### config.mk
export PLATFORM = sky130hd
export DESIGN_NAME = power_stage_controller
export DESIGN_NICKNAME = d
export VERILOG_FILES = /design/src/design/power_stage_controller.v /design/src/design/stage_channel.v /design/src/design/stage_fault_sync.v
export VERILOG_INCLUDE_DIRS = /design/src /design/src/shared
export SDC_FILE = /design/constraint.sdc
export NUM_CORES = 1
export LEC_CHECK = 0
export BUFFER_PORTS_ARGS = -buffer_cell sky130_fd_sc_hd__buf_2
export CAP_MARGIN = 20
export CORE_MARGIN = 2
export CORE_UTILIZATION = 55
export CTS_BUF_LIST = sky130_fd_sc_hd__clkbuf_16
export CTS_CLUSTER_SIZE = 8
export DETAILED_ROUTE_END_ITERATION = 8
export GPL_TIMING_DRIVEN = 0
export PLACE_DENSITY = 0.72
export SLEW_MARGIN = 20
export SYNTH_ARGS = -nofsm -noshare
export SYNTH_HDL_FRONTEND = slang
export SYNTH_SLANG_ARGS = --single-unit
### constraint.sdc
create_clock -name mclk -period 5.8 [get_ports mclk]
set_input_delay 0.58 -clock mclk [delete_from_list [all_inputs] [get_ports mclk]]
set_output_delay 0.58 -clock mclk [all_outputs]
set_load 0.1 [all_outputs]
### src/shared/pwm_stage_map.vh
// Constants for the three-module power stage PWM generator.
// Holds macros only; included by bare name from every design file.
//
// Overview of operation
// - One 8-bit holding latch stores the high byte for all 16-bit registers.
// - A low-byte write loads latch plus written byte into the register at once.
// - A low-byte read copies that register's high byte into the latch.
// - One free-running 12-bit counter runs to the top compare, then down or wraps.
// - Three modules, each with part A and part B generators, six outputs.
// - A cycle is sub-cycle A then sub-cycle B; it ends after B.
// - New settings apply at the end of a complete cycle, or at once while stopped.
// - One mode bit selects one-ramp or centered for all generators.
// - Centered mode counts down then up, halving PWM frequency.
// - One-ramp mode gives edge-aligned outputs at twice centered frequency.
// - One-ramp A active time is reset A minus set A.
// - One-ramp B dead time is set B minus reset A; active is top minus set B.
// - One-ramp dead time before A is set A plus one stage clock.
// - Without overlap protection, one-ramp A and B may overlap.
// - Centered on-times are 2*setA and 2*(top-setB+1); dead is setB-setA.
// - Centered cycle lasts 2*(top+1) stage clocks, at least two.
// - Centered outputs are symmetric about the middle of the period.
// - Centered mode ignores reset A for outputs; it times the converter sync.
// - Each output polarity is selectable without changing its timing.
// - Each module has its own emergency input that shuts its outputs fast.
// - While update hold is set no new values transfer; else at cycle end or while stopped.
// - Overlap protection stops both outputs of a module being active together.
// - A per-module select picks the stage clock from PLL or I/O source.
`ifndef PWM_STAGE_MAP_VH
`define PWM_STAGE_MAP_VH

// Register indices; the byte address is {index, high_byte}.
`define IDX_SA      4'h0
`define IDX_RA      4'h1
`define IDX_SB      4'h2
`define IDX_STRIDE  3
`define IDX_TOP     4'h9
`define REG_COUNT   4'ha
`define ADDR_HI_BIT 0

// Reset values.
`define CMP_RST     16'h0000
`define HOLD_RST    8'h00
`define CNT_RST     12'h000
`define POL_RST     3'h7
`define OVL_RST     3'h7

`endif

### src/design/power_stage_controller.v
// Three-module power stage PWM generator, top level.
// Assumes one 10 MHz clock, synchronous reset and stage sources as enable pulses.
`include "pwm_stage_map.vh"

module power_stage_controller (
    // Clock and reset.
    input  wire        mclk,
    input  wire        rst,
    // Processor byte port to the compare registers.
    input  wire [4:0]  cpu_addr,
    input  wire        cpu_wr,
    input  wire        cpu_rd,
    input  wire [7:0]  cpu_wdata,
    output wire [7:0]  cpu_rdata,
    // Stage clock sources as one-cycle enables on mclk.
    input  wire        pll_tick,
    input  wire        io_tick,
    input  wire [2:0]  stage_clock_select,
    // Run control and configuration.
    input  wire        run_req,
    input  wire        complete_cycle_stop,
    input  wire        update_hold,
    input  wire        centered_mode,
    input  wire [2:0]  overlap_protect_enable,
    input  wire [2:0]  polarity_a_high,
    input  wire [2:0]  polarity_b_high,
    // Emergency inputs, one per module, active high.
    input  wire [2:0]  fault_in,
    // Waveform outputs.
    output wire [2:0]  module_output_a,
    output wire [2:0]  module_output_b,
    output wire [2:0]  adc_sync,
    // Status.
    output wire        running,
    output wire        cycle_end_pulse,
    output wire [11:0] counter_value,
    output wire [2:0]  fault_active
);

    // Run states.
    localparam [1:0] ST_IDLE  = 2'h0;
    localparam [1:0] ST_RUN   = 2'h1;
    localparam [1:0] ST_DRAIN = 2'h2;

    // Byte port state.
    reg  [7:0]   hold_q;
    reg  [7:0]   rdata_q;
    reg  [15:0]  shadow_q [0:9];
    wire [159:0] shadow_flat;
    wire [3:0]   acc_idx;
    wire         acc_hi;
    wire         acc_hit;

    // Active timing set, loaded at cycle boundaries or while stopped.
    reg  [159:0] act_q;
    reg          centered_q;
    reg  [2:0]   ovl_q;
    reg  [2:0]   pol_a_q;
    reg  [2:0]   pol_b_q;

    // Counter and run control.
    reg  [1:0]   state_q;
    reg  [1:0]   state_d;
    reg  [11:0]  cnt_q;
    reg  [11:0]  cnt_d;
    reg          up_q;
    reg          up_d;
    reg          cycle_end_q;
    wire [2:0]   stage_tick;
    wire         cnt_tick;
    wire [11:0]  top_act;
    wire [11:0]  top_shadow;
    wire [11:0]  top_next;
    wire         centered_next;
    wire         at_end;
    wire         end_now;
    wire         load_now;
    wire         run_w;

    // Address split for the byte port.
    assign acc_idx = cpu_addr[4:1];
    assign acc_hi  = cpu_addr[`ADDR_HI_BIT];
    assign acc_hit = (acc_idx < `REG_COUNT);

    // Processor accesses through the shared high-byte latch.
    always @(posedge mclk) begin : byte_port
        integer i;
        if (rst) begin
            hold_q  <= `HOLD_RST;
            rdata_q <= 8'h00;
            for (i = 0; i < 10; i = i + 1) begin
                shadow_q[i] <= `CMP_RST;
            end
        end else begin
            if (cpu_wr && acc_hi) begin
                hold_q <= cpu_wdata;
            end
            if (cpu_wr && !acc_hi && acc_hit) begin
                shadow_q[acc_idx] <= {hold_q, cpu_wdata};
            end
            if (cpu_rd) begin
                if (acc_hi) begin
                    rdata_q <= hold_q;
                end else if (acc_hit) begin
                    rdata_q <= shadow_q[acc_idx][7:0];
                    hold_q  <= shadow_q[acc_idx][15:8];
                end else begin
                    rdata_q <= 8'h00;
                end
            end
        end
    end

    // Flatten the written registers and pick each module's stage source.
    genvar g;
    generate
        for (g = 0; g < 10; g = g + 1) begin : g_flat
            assign shadow_flat[g*16 +: 16] = shadow_q[g];
        end
        for (g = 0; g < 3; g = g + 1) begin : g_tick
            assign stage_tick[g] = stage_clock_select[g] ? pll_tick : io_tick;
        end
    endgenerate

    // The shared counter steps on module zero's stage source.
    assign cnt_tick   = stage_tick[0];
    assign top_act    = act_q[`IDX_TOP*16 +: 12];
    assign top_shadow = shadow_flat[`IDX_TOP*16 +: 12];
    assign run_w      = (state_q != ST_IDLE);

    // The cycle ends after sub-cycle B: at the top, and in centered mode on the way up.
    assign at_end  = centered_q ? (up_q && (cnt_q == top_act)) : (cnt_q == top_act);
    assign end_now = run_w && cnt_tick && at_end;

    // Values transfer at cycle end, or freely while stopped, unless held.
    assign load_now      = !update_hold && (!run_w || end_now);
    assign top_next      = load_now ? top_shadow : top_act;
    assign centered_next = load_now ? centered_mode : centered_q;

    // Transfer of compares and output configuration to the active set.
    always @(posedge mclk) begin
        if (rst) begin
            act_q      <= {`REG_COUNT{`CMP_RST}};
            centered_q <= 1'b0;
            ovl_q      <= `OVL_RST;
            pol_a_q    <= `POL_RST;
            pol_b_q    <= `POL_RST;
        end else if (load_now) begin
            act_q      <= shadow_flat;
            centered_q <= centered_mode;
            ovl_q      <= overlap_protect_enable;
            pol_a_q    <= polarity_a_high;
            pol_b_q    <= polarity_b_high;
        end
    end

    // Run state machine and counter next values.
    always @* begin
        state_d = state_q;
        cnt_d   = cnt_q;
        up_d    = up_q;
        case (state_q)
            ST_IDLE: begin
                // Park at the starting point of the next cycle.
                cnt_d = centered_next ? top_next : `CNT_RST;
                up_d  = !centered_next;
                if (run_req) begin
                    state_d = ST_RUN;
                end
            end
            ST_RUN, ST_DRAIN: begin
                if (!run_req && !complete_cycle_stop) begin
                    state_d = ST_IDLE;
                end else if (complete_cycle_stop) begin
                    state_d = run_req ? ST_RUN : ST_DRAIN;
                end else begin
                    state_d = ST_RUN;
                end
                if (cnt_tick) begin
                    if (at_end) begin
                        // A new cycle starts from the freshly loaded top and mode.
                        cnt_d = centered_next ? top_next : `CNT_RST;
                        up_d  = !centered_next;
                        if (complete_cycle_stop && !run_req) begin
                            state_d = ST_IDLE;
                        end
                    end else if (!centered_q) begin
                        cnt_d = cnt_q + 12'h001;
                    end else if (!up_q) begin
                        // Zero is seen twice so the cycle spans 2*(top+1) ticks.
                        if (cnt_q == `CNT_RST) begin
                            up_d = 1'b1;
                        end else begin
                            cnt_d = cnt_q - 12'h001;
                        end
                    end else begin
                        cnt_d = cnt_q + 12'h001;
                    end
                end
            end
            default: begin
                state_d = ST_IDLE;
            end
        endcase
    end

    // Counter, direction and run state registers.
    always @(posedge mclk) begin
        if (rst) begin
            state_q     <= ST_IDLE;
            cnt_q       <= `CNT_RST;
            up_q        <= 1'b1;
            cycle_end_q <= 1'b0;
        end else begin
            state_q     <= state_d;
            cnt_q       <= cnt_d;
            up_q        <= up_d;
            cycle_end_q <= end_now;
        end
    end

    // The three modules, each with its own compares and emergency input.
    generate
        for (g = 0; g < 3; g = g + 1) begin : g_mod
            stage_channel u_chan (
                .mclk         (mclk),
                .rst          (rst),
                .tick         (stage_tick[g]),
                .running      (run_w),
                .centered     (centered_q),
                .cnt          (cnt_q),
                .set_a        (act_q[(g*`IDX_STRIDE+`IDX_SA)*16 +: 12]),
                .reset_a      (act_q[(g*`IDX_STRIDE+`IDX_RA)*16 +: 12]),
                .set_b        (act_q[(g*`IDX_STRIDE+`IDX_SB)*16 +: 12]),
                .overlap_en   (ovl_q[g]),
                .pol_a        (pol_a_q[g]),
                .pol_b        (pol_b_q[g]),
                .fault_pin    (fault_in[g]),
                .out_a_q      (module_output_a[g]),
                .out_b_q      (module_output_b[g]),
                .adc_sync_q   (adc_sync[g]),
                .fault_active (fault_active[g])
            );
        end
    endgenerate

    // Status outputs, all from registers.
    assign cpu_rdata       = rdata_q;
    assign running         = run_w;
    assign cycle_end_pulse = cycle_end_q;
    assign counter_value   = cnt_q;

endmodule

### src/design/stage_channel.v
// One PWM module: part A and part B generators with polarity and protection.
// Assumes the shared counter and active compares come from the top level.
`include "pwm_stage_map.vh"

module stage_channel (
    // Clock, reset and this module's stage tick.
    input  wire        mclk,
    input  wire        rst,
    input  wire        tick,
    // Shared timing state.
    input  wire        running,
    input  wire        centered,
    input  wire [11:0] cnt,
    // Active compares and configuration.
    input  wire [11:0] set_a,
    input  wire [11:0] reset_a,
    input  wire [11:0] set_b,
    input  wire        overlap_en,
    input  wire        pol_a,
    input  wire        pol_b,
    input  wire        fault_pin,
    // Outputs.
    output reg         out_a_q,
    output reg         out_b_q,
    output reg         adc_sync_q,
    output wire        fault_active
);

    wire act_a;
    wire act_b;
    wire clash;
    wire en_a;
    wire en_b;

    stage_fault_sync u_fault (
        .mclk      (mclk),
        .rst       (rst),
        .fault_pin (fault_pin),
        .fault_q   (fault_active)
    );

    // Compare decode; centered mode is symmetric around count zero.
    assign act_a = centered ? (cnt < set_a)
                            : ((cnt > set_a) && (cnt <= reset_a));
    assign act_b = centered ? (cnt >= set_b)
                            : (cnt > set_b);
    // Both outputs are dropped when they would overlap under protection.
    assign clash = overlap_en && act_a && act_b;
    assign en_a  = running && !fault_active && act_a && !clash;
    assign en_b  = running && !fault_active && act_b && !clash;

    // Outputs follow the compares on this module's tick; stop or fault acts at once.
    always @(posedge mclk) begin
        if (rst) begin
            out_a_q    <= 1'b0;
            out_b_q    <= 1'b0;
            adc_sync_q <= 1'b0;
        end else begin
            if (tick || !running || fault_active) begin
                out_a_q <= pol_a ? en_a : !en_a;
                out_b_q <= pol_b ? en_b : !en_b;
            end
            adc_sync_q <= tick && running && (cnt == reset_a);
        end
    end

endmodule

### src/design/stage_fault_sync.v
// Emergency input synchroniser for one module.
// Assumes an asynchronous pin; a change counts once two later stages agree.
`include "pwm_stage_map.vh"

module stage_fault_sync (
    // Clock and reset.
    input  wire mclk,
    input  wire rst,
    // Pin and filtered level.
    input  wire fault_pin,
    output reg  fault_q
);

    reg [2:0] sync_q;

    // Three-stage shift; only stage one reads stage zero.
    always @(posedge mclk) begin
        if (rst) begin
            sync_q <= 3'h0;
        end else begin
            sync_q <= {sync_q[1:0], fault_pin};
        end
    end

    // Accept a new level only when stages one and two agree.
    always @(posedge mclk) begin
        if (rst) begin
            fault_q <= 1'b0;
        end else if (sync_q[1] == sync_q[2]) begin
            fault_q <= sync_q[2];
        end
    end

endmodule

==> results of run 1 <==
-- layout make-up --
cell class	instances	area [um^2]
Antenna cell	1	2.50
Sequential cell	367	9190
Clock buffer	52	1300
Buffer	108	522
Inverter	132	495
Clock inverter	30	155
Tap cell	442	553
Fill cell	2672	11900
Multi-Input combinational cell	1251	8220
Timing Repair Buffer	68	347
-- cell families (layout without fill, tap and decap cells) --
family                   Yosys count  in the layout  share of synthesized area [%]
adder cells (fa/ha/maj)          113            113                           7.71
AO/OA/AOI/OAI                    326            326                           11.1
flip-flops                       367            367                           50.1
XOR/XNOR                          13             13                          0.621
buffers and inverters            240            390                           5.55
AND/OR/NAND/NOR                  697            697                           17.6
multiplexers                      78             78                           7.28
other                              1             25                         0.0204
-- registers in the layout, summed over array words and instances (netlist names) --
register                      flops
shadow_q                        184
act_q                           120
counter_value                    12
g_mod.u_chan.u_fault.sync_q       9
cpu_rdata                         8
hold_q                            8
g_mod.u_chan.adc_sync_q           3
g_mod.u_chan.out_a_q              3
g_mod.u_chan.out_b_q              3
g_mod.u_chan.u_fault.fault_q      3
ovl_q                             3
pol_a_q                           3
pol_b_q                           3
state_q                           2
centered_q                        1
cycle_end_pulse                   1
up_q                              1
-- final timing paths --
path / slack, ns / endpoint / start
hold / removal: 0.23 / pol_a_q[2]$_SDFFE_PP1P_ / polarity_a_high[2]
setup / recovery: 2.55 / g_mod[0].u_chan.out_b_q$_SDFFE_PP0P_ / counter_value[7]$_SDFFE_PP0P_
setup reg to reg: 2.55 / g_mod[0].u_chan.out_b_q$_SDFFE_PP0P_ / counter_value[7]$_SDFFE_PP0P_
hold reg to reg: 0.43 / g_mod[1].u_chan.u_fault.sync_q[1]$_SDFF_PP0_ / g_mod[1].u_chan.u_fault.sync_q[0]$_SDFF_PP0_
-- cell usage after synthesis (all sizes together), types with 3 or more instances --
library cell,instances,area share (%)
clkbuf,51,1.1
nand2,321,6.6
inv,132,2.7
mux4,44,5.4
o21ai,37,1.0
and3,6,0.20
or2,7,0.24
dfxtp,183,20
mux2,3,0.18
a22oi,3,0.12
o2bb2ai,9,0.43
o21bai,3,0.12
buf,57,1.8
a21oi,169,4.6
o211ai,12,0.49
nand3,31,0.85
nand3b,14,0.57
a311oi,13,0.62
a21o,13,0.53
nor3b,9,0.42
nor3,22,0.63
and2,48,1.6
o22a,12,0.57
ha,113,7.7
and4,9,0.43
nand2b,15,0.51
a211oi,3,0.12
and2b,3,0.12
nor2b,20,0.68
mux2i,31,1.7
nor2,148,3.1
xnor2,13,0.62
edfxtp,184,30
nand4,28,0.96
o31a,6,0.29
o21a,6,0.25
o22ai,6,0.20
o211a,3,0.16
a31oi,4,0.14
or3,7,0.24
a211o,10,0.48
-- cells in the final DEF, fill, tap and decap left out, drive strengths merged, types with 7 or more instances in the layout --
| cell | instances |
|---|---|
| mux4 | 44 |
| or3 | 7 |
| a21oi | 169 |
| and4 | 9 |
| nor3b | 9 |
| or2 | 7 |
| conb | 24 |
| a311oi | 13 |
| nand2 | 321 |
| inv | 161 |
| mux2i | 31 |
| nor3 | 22 |
| and2 | 48 |
| nor2b | 20 |
| nand3 | 31 |
| o21ai | 37 |
| nand4 | 28 |
| buf | 125 |
| ha | 113 |
| o2bb2ai | 9 |
| o22a | 12 |
| nand2b | 15 |
| nor2 | 148 |
| edfxtp | 184 |
| a21o | 13 |
| dfxtp | 183 |
| nand3b | 14 |
| a211o | 10 |
| xnor2 | 13 |
| o211ai | 12 |
| clkbuf | 103 |
-- stage by stage --
| stage | instances | hold WS (ns) | cell area, um^2 |
|---|---|---|---|
| after floorplan | 1858 | 0.414 | 18400 |
| after global placement | 2367 | 0.417 | 19300 |
| after detailed placement | 2368 | 0.427 | 19300 |
| after CTS | 2450 | 0.216 | 20800 |
| after global routing | 2450 | 0.230 | 20800 |
| final | 2451 | 0.225 | 20800 |
-- power breakdown --
part	total (mW)	internal, mW	switching, mW	leakage (nW)
clock	2.71	1.59	1.11	0.811
sequential	3.02	2.88	0.141	3.33
combinational	1.07	0.373	0.693	4.14
-- layer usage --
metal  vias up  global-route usage (%)
li1       6713                       -
met1      6971                    41.2
met2       859                    52.4
met3       210                    5.49
met4         0                    16.1
met5         -                       0
==> metrics.md, run 1 <==
| Metric | Value |
|---|---|
| Run status | `finished, final reports clean` |
| Core area | `32700 um^2` |
| Die Ht | `187 um` |
| Pleak | `8.28 nW` |
| Fin crit share | `56.0%` |
| Period minus WS final | `3.25 ns` |
| Routed Antenna Nets | `0` |
| Vias in the first global route | `14382` |
| Crit-path max cell delay | `1.06 ns` |
| Root Buffer | `clkbuf_16` |
| Worst Path Max Fanout | `16` |
| Via count | `14753` |
| Overflow after GRT | `0` |
| CP Cell Sequence | `ha_1 > a21oi_1 > o21a_1 > o221ai_1 > or3_1 > a21oi_1 > o211ai_1 > a2111oi_0` |
| Clock transition at path regs | `0.05 ns` |
| Final setup fails | `0` |
| #FFs+latches synth | `367` |
| Crit. path cell count | `8` |
| IO Count | `72` |
| HP Class | `primary input to flip-flop` |
| Pin count of the biggest net entering global routing | `18` |
| Worst slew margin | `24.2%` |
| First-pass GRT wire length | `84000 um` |
| Post-cts hold buffer count | `0` |
| CTS tree | `done` |
| Slew @ Worst Pin | `1.13 ns` |
| EDFF count, synth | `184` |
| Ys async rst share | `0%` |
| Crit-path most repeated cell | `a21oi_1` |
| Starting DRC count in detailed routing | `1537` |
| Clock sinks | `367` |
| Power, Total | `6.79 mW` |
| Initial antenna violation count | `0` |
| DIE AREA | `34800 um^2` |
| Number of unique standard cell types used by synthesis | `74` |
| GPL Wtd Cong | `0.942` |
| Final worst-path setup slack | `2.55 ns` |
| Max-cap viol count | `0` |
| Resized cells post-CTS | `0` |
| RSZ-0062 raised after global routing | `no` |
| Width of the die | `187 um` |
| GRT Total Usage | `32.0%` |
| Post-CTS Setup Inserts | `0` |
| Crit path max-delay family | `compound AO/OA/AOI/OAI gates` |
| HPWL Detailed | `41500 um` |
| Initial Util | `56.1%` |
| Max Clock Skew | `0.0258 ns` |
| H-tree depth | `2` |
| CTS max path bufs | `3` |
| Max VDD drop | `0.000267 V` |
| DR DRC count | `0` |
| Area delta synth->final | `13.4%` |
| Row count | `66` |
| CTS Buf Count | `51` |
| Crit Path Class | `flip-flop to flip-flop` |
| Syn avg cell area | `9.99 um^2` |
| Total Wirelength | `56100 um` |
| Wl on met1 | `21400 um` |
| Post-Syn Instances | `1835` |
| Fmax | `0.308 GHz` |
| Clock latency on the worst-skew pair | `0.58 ns` |
| Sequential element share of the synthesized area | `50.1%` |
| Layout cell share with drive strength beyond 1 | `11.7%` |
| Critical Path Source Type | `flip-flop` |
| Top layer used by detailed routing | `met4` |
| Most used DFF post-synth | `edfxtp_1` |
| Worst EP arrival | `3.69 ns` |
| CP max stage cell | `dfxtp_1` |
| Pwr dens | `327 nW/um^2` |
| Hold Crit Depth | `2` |
| Final hold violations | `0` |
| Slew Viols, Final | `0` |
| Metal3 WL | `5950 um` |
| Setup crit end kind | `flip-flop` |
| Pre-antenna DRT Iters | `8` |
| DP Worst Slack | `2.29 ns` |
| Worst Path Buf+Inv | `0` |
| Post-layout util | `63.6%` |
| Reg2Reg Depth | `8` |
| Mapped Area | `18300 um^2` |
| Buffers on Ports | `67` |
| Synth warn | `0` |
| WL met2 | `25700 um` |
| Worst EP required | `6.25 ns` |
| Setup Total Neg Slack | `0 ns` |
| Final net count | `2130` |
| Avg Vias per Cell | `6.02` |
| Per-cell routed wire length | `22.9 um` |
Power figures use the tool's default switching activity.
==> run 2, diff against run 1 <==
==> constraint.sdc (replaced) <==
create_clock -name mclk -period 3.4 [get_ports mclk]
set_input_delay 0.34 -clock mclk [delete_from_list [all_inputs] [get_ports mclk]]
set_output_delay 0.34 -clock mclk [all_outputs]
set_load 0.1 [all_outputs]
==> metrics.md, run 2 (same netlist as run 1, synthesis figures left out) <==
| Metric | Value |
|---|---|
| Switching Fraction | `28.6% (was 28.7%)` |
| Resized cells post-CTS | `0 (unchanged)` |
| Final hold violations | `0 (unchanged)` |
| Run status | `finished, final reports clean (unchanged)` |
| Most frequent cells in the layout | `nand2_1, edfxtp_1, dfxtp_1, a21oi_1, inv_1 (unchanged)` |
| Max reg flops | `184 (unchanged)` |
| Setup crit end kind | `flip-flop (unchanged)` |
| Worst slew margin | `23.8% (was 24.2%)` |
| Width of the die | `187 um (unchanged)` |
| Buffers on Ports | `67 (unchanged)` |
| Crit Path Class | `flip-flop to flip-flop (unchanged)` |
| Final setup fails | `0 (unchanged)` |
| Sequential Power Share | `44.4% (about the same)` |
| Clock power share | `39.8% (was 39.9%)` |
| Pwr dens | `555 nW/um^2 (was 327 nW/um^2)` |
| Dpl cells | `2368 (unchanged)` |
| DR DRC count | `0 (unchanged)` |
| Cell Count, Final, Fillers Out | `2460 (was 2451)` |
| Avg Vias per Cell | `5.98 (was 6.02)` |
| Row count | `66 (unchanged)` |
| Slew Viols, Final | `0 (unchanged)` |
| Clock transition at path regs | `0.05 ns (about the same)` |
| Reg with most FFs | `shadow_q (unchanged)` |
| First-pass GRT wire length | `84300 um (was 84000 um)` |
| CTS Buf Count | `51 (unchanged)` |
| Max-cap viol count | `0 (unchanged)` |
| Clock latency on the worst-skew pair | `0.58 ns (about the same)` |
| Layout cell share with drive strength beyond 1 | `11.7% (about the same)` |
| Overflow after GRT | `0 (unchanged)` |
| HP Class | `primary input to flip-flop (unchanged)` |
| HPWL Detailed | `41500 um (unchanged)` |
| Per-cell routed wire length | `22.9 um (about the same)` |
| Comb pwr share | `15.8% (was 15.7%)` |
| Vias in the first global route | `14461 (was 14382)` |
| RSZ-0062 raised after global routing | `no (unchanged)` |
| Pin count of the biggest net entering global routing | `18 (unchanged)` |
| Commonest non-fill, non-tap cell in the layout | `nand2_1 (unchanged)` |
| GRT Total Usage | `32.0% (about the same)` |
| H-tree depth | `2 (unchanged)` |
| CTS max path bufs | `3 (unchanged)` |
| Post-layout util | `63.8% (was 63.6%)` |
| Pleak | `8.31 nW (was 8.28 nW)` |
| Max VDD drop | `0.000469 V (was 0.000267 V)` |
| Initial Util | `56.1% (unchanged)` |
| Starting DRC count in detailed routing | `1465 (was 1537)` |
| Total Wirelength | `56200 um (was 56100 um)` |
| DIE AREA | `34800 um^2 (unchanged)` |
| Die Ht | `187 um (unchanged)` |
| Pre-antenna DRT Iters | `6 (was 8)` |
| Final net count | `2139 (was 2130)` |
| Critical Path Source Type | `flip-flop (unchanged)` |
| Initial antenna violation count | `0 (unchanged)` |
| Max Clock Skew | `0.0234 ns (was 0.0258 ns)` |
| Worst EP required | `3.88 ns (was 6.25 ns)` |
| Fillers | `2663 (was 2672)` |
| Slew @ Worst Pin | `1.14 ns (was 1.13 ns)` |
| Core area | `32700 um^2 (unchanged)` |
| Fmax | `0.309 GHz (was 0.308 GHz)` |
| Period minus WS final | `3.24 ns (was 3.25 ns)` |
| Worst Path Max Fanout | `16 (unchanged)` |
| Fin crit share | `95.3% (was 56.0%)` |
| Routed Antenna Nets | `0 (unchanged)` |
| Sw power | `3.32 mW (was 1.95 mW)` |
| CTS tree | `done (unchanged)` |
| GPL Wtd Cong | `0.942 (unchanged)` |
| Clock sinks | `367 (unchanged)` |
| Worst EP arrival | `3.72 ns (was 3.69 ns)` |
| Via count | `14704 (was 14753)` |
| Area delta synth->final | `13.8% (was 13.4%)` |
| Root Buffer | `clkbuf_16 (unchanged)` |
| Int Power | `8.27 mW (was 4.84 mW)` |
| IO Count | `72 (unchanged)` |
==> run 2: changes by cell type in the layout (fill, tap and decap cells not counted) <==
cell / delta
dlygate4sd3_1: +9
==> run 2: worst max-delay path, stage by stage (launching register included) <==
cell and delay [ns]:
dfxtp_1 1.07, ha_1 0.33, nand4_1 0.13, nor3_1 0.50, a211o_1 0.17, o211ai_1 0.20
or3_1 0.42, a31o_2 0.22, a31oi_1 0.13
==> run 2: timing repair <==
| item | CTS | global route |
|---|---|---|
| setup buffers | 0 | 0 |
| endpoints found under the hold margin | 9 | 0 |
| setup endpoints to repair | 0 | 0 |
| hold buffers | 9 | 0 |
==> run 2: per-stage QoR <==
stage	area [um^2]	setup TNS [ns]	hold slack, ns	power, mW	setup slack [ns]
after floorplan	18400	0	0.414	6.42	0.261
after global placement	19300	-0.501	0.417	6.93	-0.0323
after detailed placement	19300	0	0.427	7.00	0.134
after CTS	20900	0	0.000675	11.6	0.230
after global routing	20900	0	0.00155	12.0	0.105
final	20900	0	0.0127	11.6	0.160
==> run 2: cell type report <==
cell class	instances	area, um^2	area share [%]
clock inverters	30	155	0.743
well taps	442	553	2.65
flip-flops and latches	367	9190	44.0
diodes	1	2.50	0.0120
inverters	132	495	2.37
clock buffers	52	1300	6.23
multi-input cells	1251	8220	39.4
plain buffers	108	522	2.50
repair buffers	77	437	2.09
==> run 2: worst paths after layout <==
kind	startpoint	to	slack (ns)	cells after the start
max	counter_value[7]$_SDFFE_PP0P_	g_mod[2].u_chan.out_b_q$_SDFFE_PP0P_	0.16	8
min	overlap_protect_enable[1]	ovl_q[1]$_SDFFE_PP1P_	0.01	3
min reg2reg	g_mod[1].u_chan.u_fault.sync_q[0]$_SDFF_PP0_	g_mod[1].u_chan.u_fault.sync_q[1]$_SDFF_PP0_	0.43	1
max reg2reg	counter_value[7]$_SDFFE_PP0P_	g_mod[2].u_chan.out_b_q$_SDFFE_PP0P_	0.16	8
==> run 2: layer usage <==
| metal | GRT usage, % | vias up | share of wire (%) |
|---|---|---|---|
| met3 | 5.53 | 214 | 10 |
| li1 | - | 6726 | - |
| met1 | 41.1 | 6939 | 38 |
| met5 | 0 | - | 0 |
| met2 | 52.4 | 825 | 46 |
| met4 | 16.4 | 0 | 5.5 |
==> run 2: power by group through the flow <==
stage          sequential (mW)  clock [mW]  combinational [mW]
2_1_floorplan             5.18           0                1.23
3_3_place_gp              5.21           0                1.72
3_5_place_dp              5.22           0                1.78
4_1_cts                   5.14        4.62                1.80
5_1_grt                   5.16        4.82                1.99
6_report                  5.15        4.62                1.83
==> run 3, diff against run 2 <==
--- a/config.mk
+++ b/config.mk
@@ -6,7 +6,7 @@
 export SDC_FILE = /design/constraint.sdc
 export NUM_CORES = 1
 export LEC_CHECK = 0
-export BUFFER_PORTS_ARGS = -buffer_cell sky130_fd_sc_hd__buf_2
+export BUFFER_PORTS_ARGS = -buffer_cell sky130_fd_sc_hd__buf_4
 export CAP_MARGIN = 20
 export CORE_MARGIN = 2
 export CORE_UTILIZATION = 55
==> metrics.md, run 3 (same netlist as run 1, synthesis figures left out) <==
| Metric | Value |
|---|---|
| Setup crit end kind | `flip-flop (unchanged)` |
| Fillers | `2639 (was 2663)` |
| Crit Path Class | `flip-flop to flip-flop (unchanged)` |
| Run status | `finished, final reports clean (unchanged)` |
| Final hold violations | `0 (unchanged)` |
| Starting DRC count in detailed routing | `1528 (was 1465)` |
| Resized cells post-CTS | `0 (unchanged)` |
| Pre-antenna DRT Iters | `6 (unchanged)` |
| Most frequent cells in the layout | `nand2_1, edfxtp_1, dfxtp_1, a21oi_1, inv_1 (unchanged)` |
| Initial antenna violation count | `1 (was 0)` |
| Fin crit share | `95.3% (about the same)` |
| RSZ-0062 raised after global routing | `no (unchanged)` |
| Crit-path most repeated cell | `a21oi_1` |
| Commonest non-fill, non-tap cell in the layout | `nand2_1 (unchanged)` |
| Pleak | `8.35 nW (was 8.31 nW)` |
| Final net count | `2141 (was 2139)` |
| Clock transition at path regs | `0.05 ns (about the same)` |
| GPL Wtd Cong | `0.946 (was 0.942)` |
| Max reg flops | `184 (unchanged)` |
| Per-cell routed wire length | `22.8 um (was 22.9 um)` |
| Crit path max-delay family | `compound AO/OA/AOI/OAI gates (was flip-flops)` |
| CTS max path bufs | `3 (unchanged)` |
| Clock latency on the worst-skew pair | `0.57 ns (was 0.58 ns)` |
| Power, Total | `11.6 mW (about the same)` |
| H-tree depth | `2 (unchanged)` |
| Vias in the first global route | `14366 (was 14461)` |
| Max Clock Skew | `0.0172 ns (was 0.0234 ns)` |
| GRT Total Usage | `32.0% (about the same)` |
| Max-cap viol count | `0 (unchanged)` |
| Fin Hold WS | `0.0105 ns (was 0.0127 ns)` |
| Slew @ Worst Pin | `1.14 ns (about the same)` |
| Period minus WS final | `3.24 ns (about the same)` |
| IO Count | `72 (unchanged)` |
| HPWL Detailed | `41500 um (about the same)` |
| Layout cell share with drive strength beyond 1 | `11.6% (was 11.7%)` |
| First-pass GRT wire length | `84100 um (was 84300 um)` |
| Root Buffer | `clkbuf_16 (unchanged)` |
| CP max stage cell | `dfxtp_1 (unchanged)` |
| Clock sinks | `367 (unchanged)` |
| Max VDD drop | `0.000441 V (was 0.000469 V)` |
| DIE AREA | `34800 um^2 (unchanged)` |
| HP Class | `primary input to flip-flop (unchanged)` |
| CTS Buf Count | `51 (unchanged)` |
| Total Wirelength | `56200 um (about the same)` |
| Worst EP arrival | `3.69 ns (was 3.72 ns)` |
| Critical Path Source Type | `flip-flop (unchanged)` |
| Final setup fails | `0 (unchanged)` |
| CP Cell Sequence | `ha_1 > a21oi_1 > o21a_1 > o221ai_1 > or3_1 > a21oi_1 > o211ai_1 > a2111oi_0 (was ha_1 > nand4_1 > nor3_1 > a211o_1 > o211ai_1 > or3_1 > a31o_2 > a31oi_1)` |
| Worst Path Buf+Inv | `0 (unchanged)` |
| Row count | `66 (unchanged)` |
| Fmax | `0.309 GHz (about the same)` |
| Via count | `14731 (was 14704)` |
| Worst Path Max Fanout | `16 (unchanged)` |
| DR DRC count | `0 (unchanged)` |
| Reg with most FFs | `shadow_q (unchanged)` |
| Worst EP required | `3.85 ns (was 3.88 ns)` |
| Die Ht | `187 um (unchanged)` |
| Overflow after GRT | `0 (unchanged)` |
| CTS tree | `done (unchanged)` |
| Width of the die | `187 um (unchanged)` |
| Buffers on Ports | `67 (unchanged)` |
| Worst slew margin | `23.7% (was 23.8%)` |
| Avg Vias per Cell | `5.99 (was 5.98)` |
| Initial Util | `56.1% (unchanged)` |
| Pin count of the biggest net entering global routing | `18 (unchanged)` |
| Pwr dens | `552 nW/um^2 (was 555 nW/um^2)` |
| Routed Antenna Nets | `0 (unchanged)` |
| Area delta synth->final | `14.9% (was 13.8%)` |
| Slew Viols, Final | `0 (unchanged)` |
| N_diodes | `0 (was 1)` |
| Core area | `32700 um^2 (unchanged)` |
| Crit-path max cell delay | `1.08 ns (was 1.07 ns)` |
==> run 3: cell count changes in the layout (fill, tap and decap cells not counted), sizes merged <==
cell	before	now
dlygate4sd3	9	11
diode	1	0
==> run 3: layer usage <==
metal | vias to the layer above | GRT usage (%) | wire, um
met5 | - | 0 | 0
met4 | 0 | 16.0 | 3070
met3 | 199 | 5.96 | 5870
met2 | 821 | 51.3 | 25400
met1 | 6983 | 41.9 | 21900
li1 | 6728 | - | -
==> run 3: power by group <==
| group | switching, mW | internal [mW] |
|---|---|---|
| clock | 1.90 | 2.72 |
| sequential | 0.242 | 4.91 |
| combinational | 1.18 | 0.670 |
==> run 3: what timing repair did <==
| action | 4_1_cts | 5_1_grt |
|---|---|---|
| hold buffers | 11 | 0 |
| buffers inserted | 0 | 0 |
| endpoints found under the hold margin | 11 | 0 |
| endpoints found under the setup margin | 0 | 0 |
==> run 3: worst paths after layout <==
path / startpoint / end / slack (ns) / cells after the start
setup / recovery: counter_value[7]$_SDFFE_PP0P_ / g_mod[0].u_chan.out_b_q$_SDFFE_PP0P_ / 0.16 / 8
hold / removal: fault_in[2] / g_mod[2].u_chan.u_fault.sync_q[0]$_SDFF_PP0_ / 0.01 / 2
setup reg to reg: counter_value[7]$_SDFFE_PP0P_ / g_mod[0].u_chan.out_b_q$_SDFFE_PP0P_ / 0.16 / 8
hold reg to reg: g_mod[0].u_chan.u_fault.sync_q[0]$_SDFF_PP0_ / g_mod[0].u_chan.u_fault.sync_q[1]$_SDFF_PP0_ / 0.44 / 1
==> run 3: cell type report <==
type | count | area (um^2) | area share, %
Buffer | 108 | 522 | 2.48
Clock buffer | 52 | 1300 | 6.18
Clock inverter | 30 | 155 | 0.737
Inverter | 132 | 495 | 2.35
Multi-Input combinational cell | 1251 | 8220 | 39.0
Sequential cell | 367 | 9190 | 43.6
Tap cell | 442 | 553 | 2.63
Timing Repair Buffer | 79 | 624 | 2.96
==> run 3: worst reg2reg max path, stage by stage, from the launching register on <==
cell,delay (ns)
dfxtp_1,1.08
ha_1,0.42
a21oi_1,0.17
o21a_1,0.13
o221ai_1,0.14
or3_1,0.33
a21oi_1,0.42
o211ai_1,0.17
a2111oi_0,0.27
==> run 3: metrics by stage <==
stage	util [%]	setup WS (ns)	instances	setup TNS, ns	cell area, um^2
finish	64.4	0.159	2461	0	21100
global route	64.4	0.0737	2461	0	21100
CTS	64.4	0.227	2461	0	21100
detailed placement	59.6	0.102	2368	0	19500
global placement	59.6	-0.0296	2367	-0.454	19500
floorplan	-	0.261	1858	0	18400
